`config.mk`:
```
export PLATFORM = sky130hd
export DESIGN_NAME = frp_top
export DESIGN_NICKNAME = d
export VERILOG_FILES = /design/src/include/frp_pkg.sv /design/src/hw/frp_top.sv /design/src/hw/frp_pacer.sv /design/src/hw/frp_splitter.sv
export VERILOG_INCLUDE_DIRS = /design/src /design/src/include
export SDC_FILE = /design/constraint.sdc
export NUM_CORES = 1
export LEC_CHECK = 0
export BUFFER_PORTS_ARGS = -buffer_cell sky130_fd_sc_hd__buf_2
export CORE_UTILIZATION = 59
export CTS_BUF_LIST = sky130_fd_sc_hd__clkbuf_16
export CTS_CLUSTER_DIAMETER = 120
export DETAILED_ROUTE_END_ITERATION = 10
export MAX_ROUTING_LAYER = met4
export PLACE_DENSITY = 0.81
export SYNTH_ARGS = -nofsm -noshare
export SYNTH_HDL_FRONTEND = slang
export SYNTH_SLANG_ARGS = --single-unit
```
`constraint.sdc`:
```
create_clock -name clock -period 6.2 [get_ports clock]
set_input_delay 0.62 -clock clock [delete_from_list [all_inputs] [get_ports clock]]
set_output_delay 0.62 -clock clock [all_outputs]
set_load 0.01 [all_outputs]
```
`src/include/frp_regs.svh`:
```
// Register offsets, field positions, reset values and timing counts
// Assumes byte addresses on an 8-bit register port with 32-bit data
`ifndef FRP_REGS_SVH
`define FRP_REGS_SVH

`define FRP_OFS_SPACING 8'h00
`define FRP_OFS_PERIPH 8'h04
`define FRP_OFS_CAPTURE 8'h08
`define FRP_OFS_PREVIEW 8'h0C
`define FRP_OFS_IRQ_STAT 8'h10
`define FRP_OFS_IRQ_MASK 8'h14
`define FRP_OFS_CTRL 8'h18
`define FRP_OFS_STATE 8'h1C

`define FRP_SPC_W 10
`define FRP_SPC_PRV_LSB 0
`define FRP_SPC_RSZ_LSB 10
`define FRP_SPC_HST_LSB 20
`define FRP_SPC_RESET 32'h0000_0000
`define FRP_RSZ_SHIFT 5
`define FRP_GAP_W 15

`define FRP_OVF_W 8
`define FRP_ERR_W 10
`define FRP_ERR_FP_BIT 8
`define FRP_ERR_DARK_BIT 9
`define FRP_CTRL_RESET 32'h0000_0007

`define FRP_BOUNDARY 9'h100
`define FRP_NREQ 3
`endif

```
`src/include/frp_pkg.sv`:
```
// Types shared by the frame read pacing block
// Assumes frp_regs.svh is on the include path
package frp_pkg;
  typedef struct packed {
    logic [31:0] addr;
    logic [15:0] len;
  } frp_line_t;

  typedef struct packed {
    logic [31:0] addr;
    logic [8:0] len;
    logic [1:0] src;
  } frp_mreq_t;

  typedef enum logic [1:0] {
    FRP_SRC_PREVIEW,
    FRP_SRC_RESIZER,
    FRP_SRC_HISTOGRAM
  } frp_src_t;

  // Bytes left before the next 256-byte boundary, capped by the line rest
  function automatic logic [8:0] frp_chunk_len(input logic [31:0] addr,
                                               input logic [15:0] rest);
    logic [8:0] to_edge;
    to_edge = 9'h100 - {1'b0, addr[7:0]};
    if (rest < {7'h00, to_edge}) begin
      frp_chunk_len = rest[8:0];
    end else begin
      frp_chunk_len = to_edge;
    end
  endfunction
endpackage

```
`src/hw/frp_top.sv`:
```
// Shared buffer read pacing and write/read error flags of the video path
// Assumes a register port with read data one cycle after the read strobe,
// and a memory request port that may hold off with mem_req_ready low
//
// The register addresses and the strobed register port are this design's own decisions.
`include "frp_regs.svh"
`timescale 1ns/10ps
`default_nettype none
module frp_top #(
  parameter int NREQ = `FRP_NREQ,
  parameter int SPC_W = `FRP_SPC_W,
  parameter int GAP_W = `FRP_GAP_W
) (
  input wire logic clock,
  input wire logic sys_rst,
  input wire logic [7:0] reg_addr,
  input wire logic [31:0] reg_wdata,
  input wire logic reg_wr,
  input wire logic reg_rd,
  output logic [31:0] reg_rdata,
  input wire logic [NREQ-1:0] line_valid,
  input wire frp_pkg::frp_line_t [NREQ-1:0] line_desc,
  output logic [NREQ-1:0] line_ready,
  input wire logic [NREQ-1:0] buf_space,
  output logic mem_req_valid,
  output frp_pkg::frp_mreq_t mem_req,
  input wire logic mem_req_ready,
  input wire logic [`FRP_OVF_W-1:0] wbuf_overflow_evt,
  input wire logic fault_pixel_miss_evt,
  input wire logic dark_read_fail_evt,
  output logic irq
);
  logic [SPC_W-1:0] spacing_prv;
  logic [SPC_W-1:0] spacing_rsz;
  logic [SPC_W-1:0] spacing_hst;
  logic [`FRP_OVF_W-1:0] peripheral_control_reg;
  logic fault_pixel_read_error;
  logic fpc_enable;
  logic darkframe_read_failure;
  logic dark_enable;
  logic [`FRP_ERR_W-1:0] irq_mask;
  logic [NREQ-1:0] read_enable;
  logic [`FRP_ERR_W-1:0] err_flags;
  logic [NREQ-1:0] chunk_valid;
  logic [31:0] chunk_addr [NREQ];
  logic [8:0] chunk_len [NREQ];
  logic [NREQ-1:0] pace_ok;
  logic [NREQ-1:0] eligible;
  logic [NREQ-1:0] grant;
  logic [NREQ-1:0] next_grant;
  logic [GAP_W-1:0] gap [NREQ];
  logic [1:0] rr_last;
  logic out_free;
  logic [15:0] issue_count;
  logic [31:0] next_rdata;

  // Write decode, shared by all register processes
  function automatic logic hit(input logic [7:0] a, input logic [7:0] ofs);
    hit = (a == ofs);
  endfunction

  logic wr_spacing;
  logic wr_periph;
  logic wr_capture;
  logic wr_preview;
  logic wr_istat;
  logic wr_imask;
  logic wr_ctrl;

  assign wr_spacing = reg_wr && hit(reg_addr, `FRP_OFS_SPACING);
  assign wr_periph = reg_wr && hit(reg_addr, `FRP_OFS_PERIPH);
  assign wr_capture = reg_wr && hit(reg_addr, `FRP_OFS_CAPTURE);
  assign wr_preview = reg_wr && hit(reg_addr, `FRP_OFS_PREVIEW);
  assign wr_istat = reg_wr && hit(reg_addr, `FRP_OFS_IRQ_STAT);
  assign wr_imask = reg_wr && hit(reg_addr, `FRP_OFS_IRQ_MASK);
  assign wr_ctrl = reg_wr && hit(reg_addr, `FRP_OFS_CTRL);

  always_ff @(posedge clock) begin
    if (sys_rst) begin
      spacing_prv <= SPC_W'(`FRP_SPC_RESET);
      spacing_rsz <= SPC_W'(`FRP_SPC_RESET);
      spacing_hst <= SPC_W'(`FRP_SPC_RESET);
    end else if (wr_spacing) begin
      spacing_prv <= reg_wdata[`FRP_SPC_PRV_LSB +: SPC_W];
      spacing_rsz <= reg_wdata[`FRP_SPC_RSZ_LSB +: SPC_W];
      spacing_hst <= reg_wdata[`FRP_SPC_HST_LSB +: SPC_W];
    end
  end

  // Enables for the three readers and the two error sources
  always_ff @(posedge clock) begin
    if (sys_rst) begin
      read_enable <= NREQ'(`FRP_CTRL_RESET);
    end else if (wr_ctrl) begin
      read_enable <= reg_wdata[NREQ-1:0];
    end
  end

  always_ff @(posedge clock) begin
    if (sys_rst) begin
      fpc_enable <= 1'b0;
    end else if (wr_capture) begin
      fpc_enable <= reg_wdata[1];
    end
  end

  always_ff @(posedge clock) begin
    if (sys_rst) begin
      dark_enable <= 1'b0;
    end else if (wr_preview) begin
      dark_enable <= reg_wdata[1];
    end
  end

  always_ff @(posedge clock) begin
    if (sys_rst) begin
      irq_mask <= '0;
    end else if (wr_imask) begin
      irq_mask <= reg_wdata[`FRP_ERR_W-1:0];
    end
  end

  always_ff @(posedge clock) begin
    if (sys_rst) begin
      peripheral_control_reg <= '0;
    end else begin
      for (int i = 0; i < `FRP_OVF_W; i++) begin
        if (wbuf_overflow_evt[i]) begin
          peripheral_control_reg[i] <= 1'b1;
        end else if ((wr_periph && reg_wdata[i]) ||
                     (wr_istat && reg_wdata[i])) begin
          peripheral_control_reg[i] <= 1'b0;
        end
      end
    end
  end

  // Set beats clear, so an event in the clearing cycle is never lost
  function automatic logic sticky(
    input logic cur,
    input logic ev,
    input logic clr
  );
    if (ev) begin
      sticky = 1'b1;
    end else if (clr) begin
      sticky = 1'b0;
    end else begin
      sticky = cur;
    end
  endfunction

  always_ff @(posedge clock) begin
    if (sys_rst) begin
      fault_pixel_read_error <= 1'b0;
    end else begin
      fault_pixel_read_error <= sticky(fault_pixel_read_error,
        fpc_enable && fault_pixel_miss_evt,
        (wr_capture && reg_wdata[0]) ||
        (wr_istat && reg_wdata[`FRP_ERR_FP_BIT]));
    end
  end

  always_ff @(posedge clock) begin
    if (sys_rst) begin
      darkframe_read_failure <= 1'b0;
    end else begin
      darkframe_read_failure <= sticky(darkframe_read_failure,
        dark_enable && dark_read_fail_evt,
        (wr_preview && reg_wdata[0]) ||
        (wr_istat && reg_wdata[`FRP_ERR_DARK_BIT]));
    end
  end

  assign err_flags = {darkframe_read_failure, fault_pixel_read_error,
                      peripheral_control_reg};
  assign irq = |(err_flags & irq_mask);

  // Widens a spacing field to the gap counter; the cast cuts on purpose,
  // the largest product still fits the default counter width
  function automatic logic [GAP_W-1:0] scale_gap(
    input logic [SPC_W-1:0] f,
    input int sh
  );
    scale_gap = GAP_W'(32'(f) << sh);
  endfunction

  assign gap[0] = scale_gap(spacing_prv, 0);
  assign gap[1] = scale_gap(spacing_rsz, `FRP_RSZ_SHIFT);
  assign gap[2] = scale_gap(spacing_hst, 0);

  genvar g;
  generate
    for (g = 0; g < NREQ; g++) begin : g_req
      frp_splitter u_split (
        .clock(clock),
        .sys_rst(sys_rst),
        .line_valid(line_valid[g]),
        .line_desc(line_desc[g]),
        .line_ready(line_ready[g]),
        .chunk_valid(chunk_valid[g]),
        .chunk_addr(chunk_addr[g]),
        .chunk_len(chunk_len[g]),
        .issue(grant[g])
      );
      frp_pacer #(.GAP_W(GAP_W)) u_pace (
        .clock(clock),
        .sys_rst(sys_rst),
        .gap(gap[g]),
        .issue(grant[g]),
        .pace_ok(pace_ok[g])
      );
    end
  endgenerate

  assign eligible = chunk_valid & pace_ok & buf_space & read_enable;

  // The output stage refills in the cycle it is drained, so an
  // unpaced reader keeps one request per cycle
  // Full rate when unpaced
  assign out_free = !mem_req_valid || mem_req_ready;

  // Round robin so a busy unpaced reader cannot starve the others
  always_comb begin
    logic [1:0] idx;
    idx = 2'd0;
    next_grant = '0;
    if (out_free) begin
      for (int k = NREQ; k >= 1; k--) begin
        idx = 2'((32'(rr_last) + k) % NREQ);
        if (eligible[idx]) begin
          next_grant = '0;
          next_grant[idx] = 1'b1;
        end
      end
    end
  end

  assign grant = next_grant;

  always_ff @(posedge clock) begin
    if (sys_rst) begin
      rr_last <= 2'd2;
    end else begin
      for (int k = 0; k < NREQ; k++) begin
        if (grant[k]) begin
          rr_last <= 2'(k);
        end
      end
    end
  end

  always_ff @(posedge clock) begin
    if (sys_rst) begin
      mem_req_valid <= 1'b0;
      mem_req <= '0;
    end else if (out_free) begin
      mem_req_valid <= |grant;
      for (int k = 0; k < NREQ; k++) begin
        if (grant[k]) begin
          mem_req.addr <= chunk_addr[k];
          mem_req.len <= chunk_len[k];
          mem_req.src <= 2'(k);
        end
      end
    end
  end

  // Wraps freely; software reads it as a progress indicator
  always_ff @(posedge clock) begin
    if (sys_rst) begin
      issue_count <= 16'h0000;
    end else if (|grant) begin
      issue_count <= issue_count + 16'h0001;
    end
  end

  always_comb begin
    next_rdata = 32'h0000_0000;
    unique case (reg_addr)
      `FRP_OFS_SPACING: begin
        next_rdata[`FRP_SPC_PRV_LSB +: SPC_W] = spacing_prv;
        next_rdata[`FRP_SPC_RSZ_LSB +: SPC_W] = spacing_rsz;
        next_rdata[`FRP_SPC_HST_LSB +: SPC_W] = spacing_hst;
      end
      `FRP_OFS_PERIPH: begin
        next_rdata[`FRP_OVF_W-1:0] = peripheral_control_reg;
      end
      `FRP_OFS_CAPTURE: begin
        next_rdata[1:0] = {fpc_enable, fault_pixel_read_error};
      end
      `FRP_OFS_PREVIEW: begin
        next_rdata[1:0] = {dark_enable, darkframe_read_failure};
      end
      `FRP_OFS_IRQ_STAT: begin
        next_rdata[`FRP_ERR_W-1:0] = err_flags;
      end
      `FRP_OFS_IRQ_MASK: begin
        next_rdata[`FRP_ERR_W-1:0] = irq_mask;
      end
      `FRP_OFS_CTRL: begin
        next_rdata[NREQ-1:0] = read_enable;
      end
      `FRP_OFS_STATE: begin
        next_rdata[NREQ-1:0] = chunk_valid;
        next_rdata[4+NREQ-1:4] = pace_ok;
        next_rdata[8] = mem_req_valid;
        next_rdata[31:16] = issue_count;
      end
      default: begin
        next_rdata = 32'h0000_0000;
      end
    endcase
  end

  // Read data stand only in the cycle after the strobe
  always_ff @(posedge clock) begin
    if (sys_rst) begin
      reg_rdata <= 32'h0000_0000;
    end else if (reg_rd) begin
      reg_rdata <= next_rdata;
    end else begin
      reg_rdata <= 32'h0000_0000;
    end
  end
endmodule
`default_nettype wire

```
`src/hw/frp_pacer.sv`:
```
// Per-requester minimum spacing counter between issued read requests
// Assumes issue is a one-cycle pulse in the cycle a request is granted
`timescale 1ns/10ps
`default_nettype none
module frp_pacer #(
  parameter int GAP_W = 15
) (
  input wire logic clock,
  input wire logic sys_rst,
  input wire logic [GAP_W-1:0] gap,
  input wire logic issue,
  output logic pace_ok
);
  logic [GAP_W-1:0] count;

  always_ff @(posedge clock) begin
    if (sys_rst) begin
      count <= '1;
    end else if (issue) begin
      count <= {{(GAP_W-1){1'b0}}, 1'b1};
    end else if (count != '1) begin
      count <= count + 1'b1;
    end
  end

  assign pace_ok = (count >= gap);
endmodule
`default_nettype wire

```
`src/hw/frp_splitter.sv`:
```
// Splits one frame line into requests that never cross a 256-byte edge
// Assumes the line descriptor holds steady while line_valid is high
`timescale 1ns/10ps
`default_nettype none
module frp_splitter (
  input wire logic clock,
  input wire logic sys_rst,
  input wire logic line_valid,
  input wire frp_pkg::frp_line_t line_desc,
  output logic line_ready,
  output logic chunk_valid,
  output logic [31:0] chunk_addr,
  output logic [8:0] chunk_len,
  input wire logic issue
);
  typedef enum logic {FRP_SPL_IDLE, FRP_SPL_BUSY} frp_spl_t;
  frp_spl_t state;
  logic [31:0] addr;
  logic [15:0] rest;

  assign chunk_len = frp_pkg::frp_chunk_len(addr, rest);
  assign chunk_addr = addr;
  assign chunk_valid = (state == FRP_SPL_BUSY);
  assign line_ready = (state == FRP_SPL_IDLE);

  always_ff @(posedge clock) begin
    if (sys_rst) begin
      state <= FRP_SPL_IDLE;
      addr <= 32'h0000_0000;
      rest <= 16'h0000;
    end else begin
      unique case (state)
        FRP_SPL_IDLE: begin
          if (line_valid && line_desc.len != 16'h0000) begin
            addr <= line_desc.addr;
            rest <= line_desc.len;
            state <= FRP_SPL_BUSY;
          end
        end
        FRP_SPL_BUSY: begin
          if (issue) begin
            addr <= addr + {23'h000000, chunk_len};
            rest <= rest - {7'h00, chunk_len};
            if (rest == {7'h00, chunk_len}) begin
              state <= FRP_SPL_IDLE;
            end
          end
        end
      endcase
    end
  end
endmodule
`default_nettype wire

```
==> metrics list <==
- On the final layout, the worst hold slack is 0.274 ns.
- Compared with the post-synthesis result, the final layout area differs by 13.7%.
- In this run switching power makes up 45.2% of total power.
- In this run the critical register-to-register path is captured at g_req[1].u_split.chunk_addr[30]$_SDFFE_PP0P_.
* Max Fanout on Critical Path: 6
- Largest net degree at the start of global routing: 97
- Initial antenna violation count: 3
* Internal power component: 6.72 mW
- After detailed routing, the number of remaining DRC violations is 0.
- In this run the mean area of a mapped cell was 7.81 um2.
- Routability-driven placement finished with a final weighted congestion of 0.956.
- Height of the chip: 192 um
- The total count of max-transition violations in the final report is 0.
- For this run the aggregate overflow at the end of global routing stands at 0.
* Switching component of the power: 5.55 mW
- Sequential cell area in the final layout: 6830 um2
* H-tree Lvls: 2
- Clock root cell: sky130_fd_sc_hd__clkbuf_16
* Sort of element at the end of the critical path: flop
- Data arrival time of the critical path: 6.20 ns
* Number of iterations in the first detailed-routing pass: 7
- Lkg Pwr: 9.89 nW
- In this run the most critical hold path is launched from wbuf_overflow_evt[1].
- Summing every instance area after synthesis gives 21300 um2.
* Power per Cell Area: 507 nW/um2
- Share of Yosys cell area claimed by the top area cell type: 32.0%
* Count of flip-flops with a built-in enable after synthesis: 0
- Clock input transition at the sequential cells of the worst setup and hold paths: 0.06 ns
- Starting Density: 59.9%
* Max-cap violations: 0
- Antenna viol nets, final: 0
- The worst register-to-register path begins at g_req[1].u_split.chunk_addr[0]$_SDFFE_PP0P_.
- Count of final setup violators: 0
* Post-synth top flop: sky130_fd_sc_hd__dfxtp_1
* Min-delay worst type: input port to flop
- Number of buffers added on ports: 282
- The die covers 36900 um2.
- Worst R2R Path Depth: 24
- Across all layers, the routed design uses 21638 vias.
* Buffer depth of the longest clock path: 3
- Sum of negative setup slack: 0 ns
- Cell-by-cell trace of the critical path: inv_1, ha_1, nand2_1, or3_1, or3_1, ha_1, or4_1, a21oi_2, nor2_1, mux2i_2, ha_1, inv_1, fa_1, nor2b_1, o21ai_0, a21oi_1, o21ai_0, a21oi_1, o21ai_0, a21o_1, or3_1, or3_1, o21ai_0, a211oi_1
- Fraction of final layout cells sized beyond drive strength 1: 15.0%
- The worst path uses 93.5% of the clock period.
* Max-Slew Margin vs Limit: 17.7%
* Worst Tran Pin Value: 1.23 ns
* Final wirelength: 69.6 mm
* Worst R2R Setup Slack: 0.40 ns
- Slowest CP cell: sky130_fd_sc_hd__or4_1
- The via count of the first global-routing pass came to 19956.
* Detailed-route wire length per cell: 20.4 um
* Fmax: 172 MHz
- Fill cells in the final layout number 3015.
* Total power draw: 12.3 mW
- The cell count after synthesis came out at 2729.
* Clock skew after layout: 0.0196 ns
- The kind of cell with the highest combined delay along the critical path is simple AND/OR/NAND/NOR gates.
* Sinks on Clock Net: 341
* Total clock buffers created by CTS: 40
- In the final design database the tool counted 3241 nets.
- Sequential share of power: 26.8%
* Footprint of the multi-input gates: 13400 um2
- The critical path runs through a total of 24 cells.
- Starting DRT DRC Count: 1786
* Data required time of the worst path: 6.60 ns
- In the post-synthesis netlist, the biggest area contributors are sky130_fd_sc_hd__dfxtp_1 (32%), sky130_fd_sc_hd__ha_1 (6.5%), sky130_fd_sc_hd__a21oi_1 (5.9%), sky130_fd_sc_hd__nand2_1 (5.0%), sky130_fd_sc_hd__nor2_1 (4.2%).
- Synthesized Nets: 3048
- The share of the Yosys chip area taken by registers is 32.0%.
* Clock share of power: 18.3%
- The die is 192 um wide.
* Async SR Flop Fraction: 0%
* Total number of placement rows: 69
- Cell depth of the worst min-delay path: 3
- Core region area: 35600 um2
- Clock network latency to the later pin of the worst-skew pair: 0.58 ns
- The worst setup path is launched from a flop.
* Most used standard cell by instance count after synthesis: sky130_fd_sc_hd__dfxtp_1
- Final critical path time including I/O delays and setup: 5.80 ns
* Commonest cells in the netlist: sky130_fd_sc_hd__dfxtp_1 (341), sky130_fd_sc_hd__nand2_1 (284), sky130_fd_sc_hd__a21oi_1 (252)
- The worst setup path is of the flop to flop kind.
- Yosys Warn Count: 0
* Combined buffer and inverter count along the critical path: 2
- Cell type contributing the most total cell area after synthesis: sky130_fd_sc_hd__dfxtp_1
* First-pass GRT wire length: 107 mm
- For this run, the slowest stage of the critical path takes 0.49 ns.
- The worst-case IR drop observed on VDD is 0.482 mV.
- Total Routing Usage GR: 37.8%
- TritonCTS built the clock tree.
* Per-cell via count in the routed design: 6.34
* Result of the run: finished, final reports clean
* Setup repair after global routing missed its margin: no
* Count of unique library cells instantiated by Yosys: 92
- After synthesis the netlist holds a flip-flop and latch count of 341.
- The path with the worst hold slack has its endpoint at peripheral_control_reg[1]$_SDFFE_PP0P_.
* Number of flip-flops under the largest register name: 96
- Power share of the combinational group: 54.8%
* Final HPWL from detailed placement: 50.3 mm
- 285 I/O pins were placed.
* Endpoints failing hold: 0
-- logic make-up (layout without fill, tap and decap cells) --
family          Yosys count  after routing  share of synthesized area, %
flops                   341            341                          32.0
buf+inv                 304            521                          5.50
simple gates            948            948                          21.3
mux                      91             91                          4.42
xor+xnor                 96             96                          4.08
fa+ha+maj               118            118                          7.03
other cells               0              6                             0
compound gates          831            831                          25.6
-- layout make-up --
| cell class | instances | share of cell area [%] |
|---|---|---|
| multi-input combinational | 2084 | 55.3 |
| sequential | 341 | 28.2 |
| timing repair buffer | 326 | 7.21 |
| clock buffer | 41 | 4.23 |
| tap | 461 | 2.38 |
| inverter | 129 | 2.00 |
| clock inverter | 25 | 0.661 |
| antenna | 6 | 0.0620 |
-- worst max-delay path by stage --
stage / start / endpoint / slack [ns]
5_1_grt: g_req[1].u_split.chunk_addr[1]$_SDFFE_PP0P_ / g_req[1].u_split.chunk_addr[16]$_SDFFE_PP0P_ / 0.03
6_report: g_req[1].u_split.chunk_addr[0]$_SDFFE_PP0P_ / g_req[1].u_split.chunk_addr[30]$_SDFFE_PP0P_ / 0.40
3_3_place_gp: g_req[1].u_split.chunk_addr[1]$_SDFFE_PP0P_ / g_req[1].u_split.chunk_addr[30]$_SDFFE_PP0P_ / 0.43
4_1_cts: g_req[1].u_split.chunk_addr[1]$_SDFFE_PP0P_ / g_req[1].u_split.chunk_addr[30]$_SDFFE_PP0P_ / 0.32
3_5_place_dp: g_req[1].u_split.chunk_addr[1]$_SDFFE_PP0P_ / g_req[1].u_split.chunk_addr[30]$_SDFFE_PP0P_ / 0.33
2_1_floorplan: g_req[2].u_split.chunk_addr[1]$_SDFFE_PP0P_ / g_req[2].u_split.chunk_addr[15]$_SDFFE_PP0P_ / 0.86
-- cell usage in the layout (no fill, tap or decap), types with 12 or more instances in the layout --
| cell | netlist | final |
|---|---|---|
| sky130_fd_sc_hd__clkinv_1 | 2 | 12 |
| sky130_fd_sc_hd__o22ai_1 | 26 | 26 |
| sky130_fd_sc_hd__clkbuf_16 | 0 | 41 |
| sky130_fd_sc_hd__buf_2 | 9 | 281 |
| sky130_fd_sc_hd__inv_1 | 126 | 133 |
| sky130_fd_sc_hd__nor3_1 | 51 | 50 |
| sky130_fd_sc_hd__a211oi_1 | 100 | 99 |
| sky130_fd_sc_hd__o21a_1 | 12 | 12 |
| sky130_fd_sc_hd__a21oi_1 | 252 | 251 |
| sky130_fd_sc_hd__a31oi_1 | 22 | 22 |
| sky130_fd_sc_hd__nor4_1 | 45 | 45 |
| sky130_fd_sc_hd__o31ai_1 | 15 | 15 |
| sky130_fd_sc_hd__a22oi_1 | 12 | 12 |
| sky130_fd_sc_hd__mux2_2 | 16 | 16 |
| sky130_fd_sc_hd__and2_1 | 27 | 26 |
| sky130_fd_sc_hd__buf_4 | 3 | 44 |
| sky130_fd_sc_hd__o21ai_0 | 158 | 157 |
| sky130_fd_sc_hd__and3_1 | 46 | 46 |
| sky130_fd_sc_hd__nand2b_1 | 14 | 14 |
| sky130_fd_sc_hd__a22o_1 | 52 | 52 |
| sky130_fd_sc_hd__nand3_1 | 85 | 85 |
| sky130_fd_sc_hd__o211ai_1 | 16 | 16 |
| sky130_fd_sc_hd__nor2b_1 | 33 | 33 |
| sky130_fd_sc_hd__nand2_1 | 284 | 284 |
| sky130_fd_sc_hd__xnor2_1 | 56 | 56 |
| sky130_fd_sc_hd__dfxtp_1 | 341 | 338 |
| sky130_fd_sc_hd__ha_1 | 110 | 110 |
| sky130_fd_sc_hd__nand4_1 | 41 | 41 |
| sky130_fd_sc_hd__or4_1 | 14 | 14 |
| sky130_fd_sc_hd__nor2_1 | 240 | 237 |
| sky130_fd_sc_hd__or3_1 | 26 | 26 |
| sky130_fd_sc_hd__a21o_1 | 26 | 26 |
| sky130_fd_sc_hd__mux2i_1 | 73 | 70 |
| sky130_fd_sc_hd__xor2_1 | 38 | 38 |
-- stage by stage --
step / cell area, um2 / worst slack (ns) / util, % / instances
finish: 24200 / 0.403 / 68.1 / 3413
global route: 24200 / 0.0324 / 68.1 / 3410
CTS: 24100 / 0.318 / 67.9 / 3401
detailed placement: 23000 / 0.329 / 64.5 / 3335
global placement: 23000 / 0.431 / 64.5 / 3335
floorplan: 21300 / 0.864 / - / 2729
-- per-layer routing --
| layer | global-route usage, % | share of wire (%) | vias to the layer above |
|---|---|---|---|
| met5 | - | 0 | - |
| met4 | 14.2 | 3.8 | 0 |
| met3 | 8.50 | 9.0 | 162 |
| met1 | 47.1 | 42 | 10230 |
| li1 | - | - | 10330 |
| met2 | 59.6 | 45 | 916 |
-- power groups by stage --
| stage | logic (mW) | registers (mW) | clock network, mW |
|---|---|---|---|
| after CTS | 6.57 | 3.27 | 2.26 |
| after floorplan | 4.98 | 3.15 | 0 |
| after detailed placement | 6.51 | 3.31 | 0 |
| final | 6.73 | 3.29 | 2.25 |
| after global placement | 6.32 | 3.28 | 0 |
| after global routing | 7.48 | 3.35 | 2.34 |
-- timing repair --
action	4_1_cts	5_1_grt
resized for setup	0	7
setup buffers	0	6
endpoints found under the hold margin	0	0
setup endpoints to repair	0	14
hold buffers	0	0
-- worst reg2reg max path, cell delays in order (launching register included) --
cell and delay (ns):
sky130_fd_sc_hd__dfxtp_1 0.37, sky130_fd_sc_hd__inv_1 0.14, sky130_fd_sc_hd__ha_1 0.20, sky130_fd_sc_hd__nand2_1 0.10, sky130_fd_sc_hd__or3_1 0.35, sky130_fd_sc_hd__or3_1 0.34
sky130_fd_sc_hd__ha_1 0.22, sky130_fd_sc_hd__or4_1 0.49, sky130_fd_sc_hd__a21oi_2 0.23, sky130_fd_sc_hd__nor2_1 0.13, sky130_fd_sc_hd__mux2i_2 0.29, sky130_fd_sc_hd__ha_1 0.22
sky130_fd_sc_hd__inv_1 0.06, sky130_fd_sc_hd__fa_1 0.37, sky130_fd_sc_hd__nor2b_1 0.17, sky130_fd_sc_hd__o21ai_0 0.12, sky130_fd_sc_hd__a21oi_1 0.19, sky130_fd_sc_hd__o21ai_0 0.15
sky130_fd_sc_hd__a21oi_1 0.21, sky130_fd_sc_hd__o21ai_0 0.12, sky130_fd_sc_hd__a21o_1 0.20, sky130_fd_sc_hd__or3_1 0.44, sky130_fd_sc_hd__or3_1 0.36, sky130_fd_sc_hd__o21ai_0 0.08
sky130_fd_sc_hd__a211oi_1 0.10
Note: power is estimated with default switching activity, not from simulation.
